==> config.mk <==
export PLATFORM = sky130hd
export DESIGN_NAME = tmr_counter
export DESIGN_NICKNAME = d
export VERILOG_FILES = /design/src/include/tmr_pkg.sv /design/src/tmr_counter.sv /design/src/tmr_prescaler.sv
export VERILOG_INCLUDE_DIRS = /design/src /design/src/include
export SDC_FILE = /design/constraint.sdc
export NUM_CORES = 1
export LEC_CHECK = 0
export ABC_AREA = 1
export BUFFER_PORTS_ARGS = -buffer_cell sky130_fd_sc_hd__buf_2
export CORE_ASPECT_RATIO = 1.25
export CORE_MARGIN = 2
export CORE_UTILIZATION = 55
export CTS_CLUSTER_DIAMETER = 60
export DETAILED_ROUTE_END_ITERATION = 10
export PLACE_DENSITY = 0.85
export SYNTH_ARGS = -nofsm -noshare
export SYNTH_HDL_FRONTEND = slang
export SYNTH_HIERARCHICAL = 1
export SYNTH_SLANG_ARGS = --single-unit
==> constraint.sdc <==
create_clock -name mclk_i -period 3.3 [get_ports mclk_i]
set_input_delay 0.165 -clock mclk_i [delete_from_list [all_inputs] [get_ports mclk_i]]
set_output_delay 0.165 -clock mclk_i [all_outputs]
set_load 0.02 [all_outputs]
==> src/include/tmr_defines.svh <==
// Constants of the 8-bit timer/counter: register map, field positions,
// reset values and timing counts.
// Assumes inclusion by bare name from the package and the design files.
`ifndef TMR_DEFINES_SVH
`define TMR_DEFINES_SVH

// ====================================================================
// Register map (byte addresses, one 32-bit word each)
`define TMR_ADDR_W 5
`define TMR_OFF_COUNT 5'h00
`define TMR_OFF_CFG 5'h04
`define TMR_OFF_STATUS 5'h08
`define TMR_OFF_CLEAR 5'h0c
`define TMR_OFF_ENABLE 5'h10

// ====================================================================
// Configuration word fields
`define TMR_CFG_CS_BIT 5
`define TMR_CFG_SE_BIT 4
`define TMR_CFG_PSA_BIT 3
`define TMR_CFG_RATE_HI 2
`define TMR_CFG_RATE_LO 0
`define TMR_CFG_RESET_CS 1'b1
`define TMR_CFG_RESET_SE 1'b1
`define TMR_CFG_RESET_PSA 1'b1
`define TMR_CFG_RESET_RATE 3'h7

// Interrupt status/clear/enable layout
`define TMR_IRQ_OVF_BIT 0

// ====================================================================
// Counter values and timing
`define TMR_COUNT_MAX 8'hff
`define TMR_COUNT_ZERO 8'h00
`define TMR_COUNT_ONE 8'h01
`define TMR_PSC_ZERO 8'h00
`define TMR_PSC_ONE 8'h01
`define TMR_INHIBIT_CYC 2
`define TMR_INHIBIT_LOAD 2'((`TMR_INHIBIT_CYC) + 1)
`define TMR_INHIBIT_NONE 2'h0
`define TMR_INHIBIT_STEP 2'h1
`define TMR_WORD_ZERO 32'h0000_0000

`endif

==> src/include/tmr_pkg.sv <==
// Types shared by the timer/counter and its prescaler.
// Assumes tmr_defines.svh is on the include path.
`include "tmr_defines.svh"

package tmr_pkg;

    // Quarter phases of one instruction cycle, Gray coded
    typedef enum logic [1:0] {
        Q1 = 2'h0,
        Q2 = 2'h1,
        Q3 = 2'h3,
        Q4 = 2'h2
    } q_phase_t;

    typedef struct packed {
        logic [7:0] cnt;
    } psc_state_t;

    typedef struct packed {
        q_phase_t q;
        logic [7:0] count;
        logic cs;
        logic se;
        logic prescaler_bypass;
        logic [2:0] rate;
        logic [1:0] inh;
        logic samp;
        logic pin_d;
        logic flag;
        logic ien;
        logic irq;
        logic ovf;
        logic waitreq;
        logic [31:0] rdata;
    } tmr_state_t;

    typedef struct packed {
        logic [`TMR_ADDR_W-1:0] address;
        logic [3:0] byteenable;
        logic read;
        logic write;
        logic [31:0] writedata;
    } avs_req_t;

endpackage

==> src/tmr_counter.sv <==
// 8-bit timer/counter with prescaler, overflow flag and Avalon-MM slave.
// Assumes mclk_i is the oscillator clock; four clocks form one
// instruction cycle. All inputs are synchronous to mclk_i.
//
// Chosen here: the Avalon-MM interface to the registers and the register addresses.
`timescale 1ns/100ps
`default_nettype none
`include "tmr_defines.svh"

module tmr_counter (
    input wire logic mclk_i,
    input wire logic rst_i,
    input wire logic [`TMR_ADDR_W-1:0] avs_address_i,
    input wire logic [3:0] avs_byteenable_i,
    input wire logic avs_read_i,
    input wire logic avs_write_i,
    input wire logic [31:0] avs_writedata_i,
    output logic [31:0] avs_readdata_o,
    output logic avs_waitrequest_o,
    input wire logic external_count_input_i,
    input wire logic sleep_i,
    output logic irq_o,
    output logic overflow_gate_o
);
    localparam tmr_pkg::tmr_state_t RESET_ST = '{
        q: tmr_pkg::Q1,
        count: `TMR_COUNT_ZERO,
        cs: `TMR_CFG_RESET_CS,
        se: `TMR_CFG_RESET_SE,
        prescaler_bypass: `TMR_CFG_RESET_PSA,
        rate: `TMR_CFG_RESET_RATE,
        inh: `TMR_INHIBIT_NONE,
        samp: 1'b1, // No false count right after reset
        pin_d: 1'b0,
        flag: 1'b0,
        ien: 1'b0,
        irq: 1'b0,
        ovf: 1'b0,
        waitreq: 1'b1,
        rdata: `TMR_WORD_ZERO
    };

    tmr_pkg::tmr_state_t st;
    tmr_pkg::tmr_state_t next_st;
    tmr_pkg::avs_req_t req;

    logic [`TMR_ADDR_W-1:0] word_addr;
    logic commit;
    logic wr_cnt;
    logic wr_cfg;
    logic wr_clr;
    logic wr_ena;
    logic pin_lvl;
    logic pin_evt;
    logic psc_tick;
    logic psc_out;
    logic src_lvl;
    logic samp_phase;
    logic use_sample;
    logic inc;

    assign req = '{
        address: avs_address_i,
        byteenable: avs_byteenable_i,
        read: avs_read_i,
        write: avs_write_i,
        writedata: avs_writedata_i
    };

    // ================================================================
    // Bus decode: a write with byteenable bit 0 set takes effect at the edge where waitrequest is low
    assign word_addr = {req.address[`TMR_ADDR_W-1:2], 2'b00};
    assign commit = req.write && !st.waitreq && req.byteenable[0];
    assign wr_cnt = commit && (word_addr == `TMR_OFF_COUNT);
    assign wr_cfg = commit && (word_addr == `TMR_OFF_CFG);
    assign wr_clr = commit && (word_addr == `TMR_OFF_CLEAR);
    assign wr_ena = commit && (word_addr == `TMR_OFF_ENABLE);

    // ================================================================
    // Count source selection
    assign pin_lvl = external_count_input_i ^ st.se;
    assign pin_evt = pin_lvl && !(st.pin_d ^ st.se);
    assign psc_tick = !sleep_i && (st.cs ? pin_evt : (st.q == tmr_pkg::Q4));
    assign src_lvl = st.prescaler_bypass ? (st.cs && pin_lvl) : psc_out;
    assign samp_phase = !sleep_i && (st.q == tmr_pkg::Q2 || st.q == tmr_pkg::Q4);
    assign use_sample = st.cs || !st.prescaler_bypass;
    always_comb begin
        inc = 1'b0;
        if (!sleep_i && st.inh == `TMR_INHIBIT_NONE) begin
            if (use_sample) begin
                inc = samp_phase && src_lvl && !st.samp;
            end else begin
                inc = st.q == tmr_pkg::Q4;
            end
        end
    end

    tmr_prescaler u_prescaler (
        .mclk_i(mclk_i),
        .rst_i(rst_i),
        .clr_i(wr_cnt),
        .tick_i(psc_tick),
        .rate_i(st.rate),
        .out_o(psc_out)
    );

    // ================================================================
    // Next state
    always_comb begin
        next_st = st;
        next_st.pin_d = external_count_input_i;
        next_st.ovf = 1'b0;
        if (!sleep_i) begin
            unique case (st.q)
                tmr_pkg::Q1: next_st.q = tmr_pkg::Q2;
                tmr_pkg::Q2: next_st.q = tmr_pkg::Q3;
                tmr_pkg::Q3: next_st.q = tmr_pkg::Q4;
                tmr_pkg::Q4: next_st.q = tmr_pkg::Q1;
            endcase
        end
        if (samp_phase) begin
            next_st.samp = src_lvl;
        end
        if (!sleep_i && st.q == tmr_pkg::Q4 && st.inh != `TMR_INHIBIT_NONE) begin
            next_st.inh = st.inh - `TMR_INHIBIT_STEP;
        end
        if (inc) begin
            next_st.count = st.count + `TMR_COUNT_ONE;
            if (st.count == `TMR_COUNT_MAX) begin
                next_st.ovf = !wr_cnt;
            end
        end
        if (wr_cnt) begin
            next_st.count = req.writedata[7:0];
            next_st.inh = `TMR_INHIBIT_LOAD;
        end
        if (wr_cfg) begin
            next_st.cs = req.writedata[`TMR_CFG_CS_BIT];
            next_st.se = req.writedata[`TMR_CFG_SE_BIT];
            next_st.prescaler_bypass = req.writedata[`TMR_CFG_PSA_BIT];
            next_st.rate = req.writedata[`TMR_CFG_RATE_HI:`TMR_CFG_RATE_LO];
        end
        if (wr_ena) begin
            next_st.ien = req.writedata[`TMR_IRQ_OVF_BIT];
        end
        // Set wins over a clear in the same cycle
        if (wr_clr && req.writedata[`TMR_IRQ_OVF_BIT]) begin
            next_st.flag = 1'b0;
        end
        if (next_st.ovf) begin
            next_st.flag = 1'b1;
        end
        next_st.irq = next_st.flag && next_st.ien;
        // Bus answer: waitrequest drops one cycle after the request
        next_st.waitreq = !(st.waitreq && (req.read || req.write));
        if (st.waitreq && req.read) begin
            next_st.rdata = `TMR_WORD_ZERO;
            unique case (word_addr)
                `TMR_OFF_COUNT: next_st.rdata[7:0] = st.count;
                `TMR_OFF_CFG: begin
                    next_st.rdata[`TMR_CFG_CS_BIT] = st.cs;
                    next_st.rdata[`TMR_CFG_SE_BIT] = st.se;
                    next_st.rdata[`TMR_CFG_PSA_BIT] = st.prescaler_bypass;
                    next_st.rdata[`TMR_CFG_RATE_HI:`TMR_CFG_RATE_LO] = st.rate;
                end
                `TMR_OFF_STATUS: next_st.rdata[`TMR_IRQ_OVF_BIT] = st.flag;
                `TMR_OFF_ENABLE: next_st.rdata[`TMR_IRQ_OVF_BIT] = st.ien;
                default: next_st.rdata = `TMR_WORD_ZERO;
            endcase
        end
    end

    always_ff @(posedge mclk_i or posedge rst_i) begin
        if (rst_i) begin
            st <= RESET_ST;
        end else begin
            st <= next_st;
        end
    end

    assign avs_readdata_o = st.rdata;
    assign avs_waitrequest_o = st.waitreq;
    assign irq_o = st.irq;
    assign overflow_gate_o = st.ovf;
endmodule
`default_nettype wire

==> src/tmr_prescaler.sv <==
// Eight-stage power-of-two prescaler private to the timer.
// Assumes ticks and clear are synchronous one-cycle strobes on mclk_i.
`timescale 1ns/100ps
`default_nettype none
`include "tmr_defines.svh"

module tmr_prescaler (
    input wire logic mclk_i,
    input wire logic rst_i,
    input wire logic clr_i,
    input wire logic tick_i,
    input wire logic [2:0] rate_i,
    output logic out_o
);
    tmr_pkg::psc_state_t st;
    tmr_pkg::psc_state_t next_st;

    // ================================================================
    // Counter: bit n toggles every 2^n ticks
    always_comb begin
        next_st = st;
        if (clr_i) begin
            next_st.cnt = `TMR_PSC_ZERO;
        end else if (tick_i) begin
            next_st.cnt = st.cnt + `TMR_PSC_ONE;
        end
    end

    assign out_o = st.cnt[rate_i];

    always_ff @(posedge mclk_i or posedge rst_i) begin
        if (rst_i) begin
            st <= '0;
        end else begin
            st <= next_st;
        end
    end
endmodule
`default_nettype wire
==> results.py, run 1 <==
metrics = {
    "critical_path": {
        "critPathSlowestCell": "o32ai_1",
        "reg2reg_from": "st[45]",
        "path_class": "reg -> reg",
        "ff2ff_setup_slack_ns": 1.31,
        "critical-path-top-delay-family": "simple AND/OR/NAND/NOR gates",
        "startpoint": "st[45]",
        "reg2reg_depth": 10,
        "startpoint_type": "flop",
        "cp-end-kind": "flop",
        "critPathMaxFanout": 5,
        "critPathMaxStageDelay_ns": 0.61,
        "crit_buf_inv": 2,
        "path_cells": "inv_2 > nand2_1 > nand3_2 > o32ai_1 > nor2_4 > nor2_4 > nand3_1 > nand2_1 > inv_1 > nor2_1",
        "arrival_ns": 2.22,
        "cp.depth": 10,
        "required_ns": 3.53,
    },
    "synth": {
        "yosysSeqAreaShare": 0.3913,
        "ys_types": 36,
        "synth_edf_count": 0,
        "yosys_warnings": 6,
        "netlist_instances": 336,
        "avgSynthCellArea_sq_um": 7.880,
        "syn_area_sq_um": 2648,
        "ys_ff_latch": 41,
        "synth_async_sr_flop_share": 1.000,
        "synth_ff_type": "dfrtp_1",
    },
    "clocking": {
        "clkLatencyLatePin_ns": 0.30,
        "cts_resized": 0,
        "cts_buffers": 5,
        "path_clk_slew_ns": 0.08,
        "cts.sinks": 41,
        "cts_setup_buffers": 0,
        "htree_levels": 2,
        "tritoncts": "done",
        "cts-hold-fix-buffers": 2,
        "clk_path_buf_depth": 2,
        "ctsRootBufferMaster": "clkbuf_8",
    },
    "floorplanning": {
        "core_area_sq_um": 4695,
        "rows": 28,
        "die_w_um": 66.06,
        "die_h_um": 81.57,
        "start_util": 0.5640,
        "ioPinCount": 82,
        "die_area_sq_um": 5388,
    },
    "timing": {
        "finalClockSkew_ns": 0.01216,
        "drv_slew": 0,
        "fmax_ghz": 0.5035,
        "worst_pin_slew_ns": 0.6674,
        "timing.hold.ws_ns": 0.03591,
        "hold_viol": 0,
        "setup_viol": 0,
        "rsz0062_at_grt": "no",
        "period_share": 0.6019,
        "slew_headroom": 0.5537,
        "fin_crit_ns": 1.986,
        "fin_setup_tns_ns": 0,
    },
    "placed_design": {
        "place_inst": 410,
        "place_area_sq_um": 2678,
        "post-dp-hpwl_um": 3681,
        "port_buffers": 28,
        "place.gp.congestion": 0.8303,
    },
    "global_route": {
        "antenna_found_initial": 0,
        "grt_pass1_vias": 1910,
        "grt_pass1_wl_um": 7969,
        "grt_max_degree": 34,
        "grt_use_total": 0.1917,
        "gr-total-overflow": 0,
    },
    "routing": {
        "vias": 2130,
        "viasPerCell": 5.071,
        "firstDrtPassIters": 4,
        "initialDrtViolationCount": 140,
        "final_antenna_net_count": 0,
        "detail_route.wl_per_cell_um": 11.53,
        "drc_errors": 0,
        "wirelength_um": 4842,
    },
    "run_status": {
        "status": "finished clean",
    },
    "finish": {
        "nFillCells": 428,
        "antenna_cells": 0,
        "fin_cells": 420,
        "layout.nets": 413,
        "final_cell_mix": "nand2_1 (84), inv_1 (41), dfrtp_1 (33), buf_2 (28), conb_1 (24)",
        "syn_to_final_growth_pct": 5.955,
        "layout_commonest_cell": "nand2_1",
        "drive_gt1_frac": 0.2222,
        "final_cell_area_sq_um": 2805,
    },
    "flow_run": {
        "drv_cap": 0,
    },
    "min_path": {
        "holdPathStages": 2,
        "min_from": "avs_read_i",
        "hp-class": "in -> reg",
    },
    "power_and_ir_drop": {
        "power.total_mw": 1.722,
        "vdd_drop_max_v": 0.0002449,
        "p_leak_nw": 1.467,
        "power-per-cell-area_nw_per_um2": 613.9,
    },
}
==> registers in the layout (all words and copies together) (netlist names) <==
signal and count:
st 22, avs_readdata_o 8, u_prescaler/st 8, avs_waitrequest_o 1, irq_o 1, overflow_gate_o 1
==> path summary, 6_finish.rpt <==
check / to
min reg2reg: avs_readdata_o[4]
max in group asynchronous: st[41]
min: avs_waitrequest_o
min in group asynchronous: u_prescaler/st[2]
max reg2reg: u_prescaler/st[6]
max: u_prescaler/st[6]
==> layout make-up <==
class,count,area [sq um],share of cell area
multi-input combinational,233,1242,0.4429
tap,60,75.07,0.02676
sequential,41,1036,0.3693
clock inverter,2,35.03,0.01249
clock buffer,6,72.57,0.02587
timing repair buffer,31,167.7,0.05977
inverter,47,176.4,0.06289
==> power breakdown <==
| part | switching [mW] | total, mW | internal (mW) |
|---|---|---|---|
| logic | 0.340 | 0.546 | 0.207 |
| registers | 0.135 | 0.780 | 0.645 |
| clock network | 0.171 | 0.396 | 0.225 |
==> worst register-to-register path: stages, from the launching register on <==
cell     delay (ns)
dfstp_2        0.57
inv_2          0.05
nand2_1        0.06
nand3_2        0.07
o32ai_1        0.61
nor2_4         0.13
nor2_4         0.15
nand3_1        0.08
nand2_1        0.07
inv_1          0.04
nor2_1         0.09
==> metrics by stage <==
| step | utilization | worst slack (ns) |
|---|---|---|
| 2_1_floorplan | - | 1.570 |
| 3_3_place_gp | 0.5704 | 1.377 |
| 3_5_place_dp | 0.5704 | 1.299 |
| 4_1_cts | 0.5975 | 1.285 |
| 5_1_grt | 0.5975 | 1.168 |
| 6_report | 0.5975 | 1.314 |
==> layer usage <==
metal | global-route usage | wire, um | share of wire
met5 | 0 | 0 | 0
met4 | 0.09796 | 110 | 0.023
met3 | 0.03836 | 195 | 0.040
met2 | 0.3455 | 2494 | 0.52
met1 | 0.2125 | 2042 | 0.42
==> cells in the mapped netlist (4+ instances only) <==
master     n  area (sq um)
a21oi_1    7         35.03
a31oi_1    5         31.28
buf_4     33         247.7
dfrtp_1   33         825.8
dfstp_2    8         210.2
ha_1       7         87.58
inv_1     41         153.9
inv_2      6         22.52
nand2_1   84         315.3
nand3_1   22         110.1
nand3_2    5         50.05
nand4_1    4         25.02
nor2_1    16         60.06
nor2_4     6         67.56
o211ai_1   4         30.03
o21ai_0   15         75.07
o21ai_1    5         25.02
o21ai_2    6         52.55
==> logic make-up after synthesis <==
family          count (synthesis)  share of synthesized area
other cells                     1                   0.001416
xor+xnor                        2                   0.006617
buf+inv                        85                     0.1720
fa+ha+maj                       7                    0.03308
simple gates                  152                     0.2826
compound gates                 48                     0.1129
flops                          41                     0.3913
No activity file was read; power rests on OpenSTA's default activity.
==> inputs of run 2 (changes only) <==
--- a/config.mk
+++ b/config.mk
@@ -10,10 +10,10 @@
 export BUFFER_PORTS_ARGS = -buffer_cell sky130_fd_sc_hd__buf_2
 export CORE_ASPECT_RATIO = 1.25
 export CORE_MARGIN = 2
-export CORE_UTILIZATION = 55
+export CORE_UTILIZATION = 52
 export CTS_CLUSTER_DIAMETER = 60
 export DETAILED_ROUTE_END_ITERATION = 10
-export PLACE_DENSITY = 0.85
+export PLACE_DENSITY = 0.81
 export SYNTH_ARGS = -nofsm -noshare
 export SYNTH_HDL_FRONTEND = slang
 export SYNTH_HIERARCHICAL = 1
==> constraint.sdc (replaced) <==
create_clock -name mclk_i -period 2 [get_ports mclk_i]
set_input_delay 0.1 -clock mclk_i [delete_from_list [all_inputs] [get_ports mclk_i]]
set_output_delay 0.1 -clock mclk_i [all_outputs]
set_load 0.02 [all_outputs]
==> results.py, run 2 (synthesized netlist as in run 1, its figures left out) <==
metrics = {
    "finish": {
        "layout_commonest_cell": "nand2_1",
        "final_cell_mix": "nand2_1 (84), inv_1 (41), dfrtp_1 (33), buf_2 (28), conb_1 (24)",
        "layout.nets": 417,
        "multi_input_area_sq_um": 1242,
        "largest_reg_flops": 22,
        "regMostFlops": "st",
        "drive_gt1_frac": 0.2253,
        "ff_latch_area_sq_um": 1036,
        "nFillCells": 464,
        "final_cell_area_sq_um": 2851,
        "syn_to_final_growth_pct": 7.703,
        "antenna_cells": 0,
    },
    "routing": {
        "viasPerCell": 4.998,
        "initialDrtViolationCount": 106,
        "final_antenna_net_count": 0,
        "firstDrtPassIters": 4,
        "vias": 2129,
        "detail_route.wl_per_cell_um": 11.84,
        "drc_errors": 0,
        "wirelength_um": 5044,
    },
    "floorplanning": {
        "core_area_sq_um": 5007,
        "ioPinCount": 82,
        "die_w_um": 67.82,
        "start_util": 0.5287,
        "die_area_sq_um": 5682,
        "die_h_um": 83.78,
        "rows": 29,
    },
    "min_path": {
        "hp-class": "in -> reg",
    },
    "timing": {
        "drv_slew": 0,
        "fmax_ghz": 0.5650,
        "fin_setup_tns_ns": 0,
        "period_share": 0.8850,
        "hold_viol": 0,
        "setup_viol": 0,
        "fin_crit_ns": 1.770,
        "rsz0062_at_grt": "no",
        "finalClockSkew_ns": 0.01177,
    },
    "flow_run": {
        "drv_cap": 0,
    },
    "global_route": {
        "antenna_found_initial": 0,
        "grt_pass1_wl_um": 8625,
        "grt_pass1_vias": 2000,
        "grt_max_degree": 34,
        "gr-total-overflow": 0,
        "grt_use_total": 0.1961,
    },
    "critical_path": {
        "path_class": "reg -> reg",
        "required_ns": 2.23,
        "critPathMaxFanout": 5,
        "startpoint_type": "flop",
        "cp-end-kind": "flop",
        "arrival_ns": 2.00,
    },
    "clocking": {
        "cts_resized": 0,
        "clkLatencyLatePin_ns": 0.29,
        "cts_buffers": 5,
        "htree_levels": 2,
        "path_clk_slew_ns": 0.08,
        "clk_path_buf_depth": 2,
        "tritoncts": "done",
        "cts.sinks": 41,
        "cts-hold-fix-buffers": 4,
        "ctsRootBufferMaster": "clkbuf_8",
        "cts_setup_buffers": 0,
    },
    "run_status": {
        "status": "finished clean",
    },
    "power_and_ir_drop": {
        "vdd_drop_max_v": 0.0004537,
        "p_leak_nw": 1.488,
        "power-per-cell-area_nw_per_um2": 1015,
    },
    "placed_design": {
        "post-dp-hpwl_um": 3806,
        "place_area_sq_um": 2695,
        "place.gp.congestion": 0.8250,
        "port_buffers": 28,
    },
}
run 2: changes by cell type in the layout (fill, tap and decap cells not counted), sizes merged:
cell / delta
dlygate4sd3: +2
buf: +2
clkinv: -1
clkbuf: +1
run 2: metal layers:
layer	global-route usage	up-vias	wire, um
li1	-	1076	-
met1	0.2282	999	2162
met2	0.3467	45	2618
met3	0.03374	9	145
met4	0.07455	0	118
met5	0	-	0
run 2: worst max-delay path, stage by stage (launching register included):
cell     delay, ns
dfstp_2       0.57
inv_2         0.06
nand2_1       0.07
nand3_2       0.08
o32ai_1       0.29
buf_4         0.19
nor2_4        0.06
nor2_4        0.12
nand3_1       0.09
nand2_1       0.07
inv_1         0.04
nor2_1        0.08
run 2: worst paths after layout:
kind / cells after the start / endpoint / slack, ns / from
max: 11 / u_prescaler/st[6] / 0.23 / st[45]
min: 3 / st[45] / 0.06 / avs_writedata_i[4]
max reg2reg: 11 / u_prescaler/st[6] / 0.23 / st[45]
min reg2reg: 2 / avs_readdata_o[6] / 0.49 / avs_readdata_o[6]
max in group asynchronous: 4 / avs_waitrequest_o / 1.21 / rst_i
min in group asynchronous: 3 / u_prescaler/st[0] / 0.30 / rst_i
run 2: cell type report:
cell class              count  share of cell area
multi-input cells         233              0.4357
flip-flops and latches     41              0.3633
repair buffers             35             0.07108
inverters                  47             0.06187
clock buffers               7             0.03028
well taps                  62             0.02720
clock inverters             1             0.01053
run 2: through the flow:
stage | power [mW] | utilization | cells | hold WS [ns] | setup WS [ns]
after floorplan | 2.044 | - | 359 | -0.08434 | 0.2697
after global routing | 3.122 | 0.5695 | 426 | 0.07183 | 0.1006
after global placement | 2.156 | 0.5382 | 414 | 0.07112 | 0.2855
after CTS | 2.913 | 0.5695 | 426 | 0.04538 | 0.2169
final | 2.895 | 0.5695 | 426 | 0.05503 | 0.2300
after detailed placement | 2.215 | 0.5382 | 414 | 0.07708 | 0.2302
run 2: power breakdown:
| part | switching [mW] | total (mW) | internal [mW] |
|---|---|---|---|
| logic | 0.563 | 0.915 | 0.352 |
| registers | 0.230 | 1.29 | 1.06 |
| clock network | 0.278 | 0.686 | 0.407 |
| total | 1.07 | 2.90 | 1.82 |
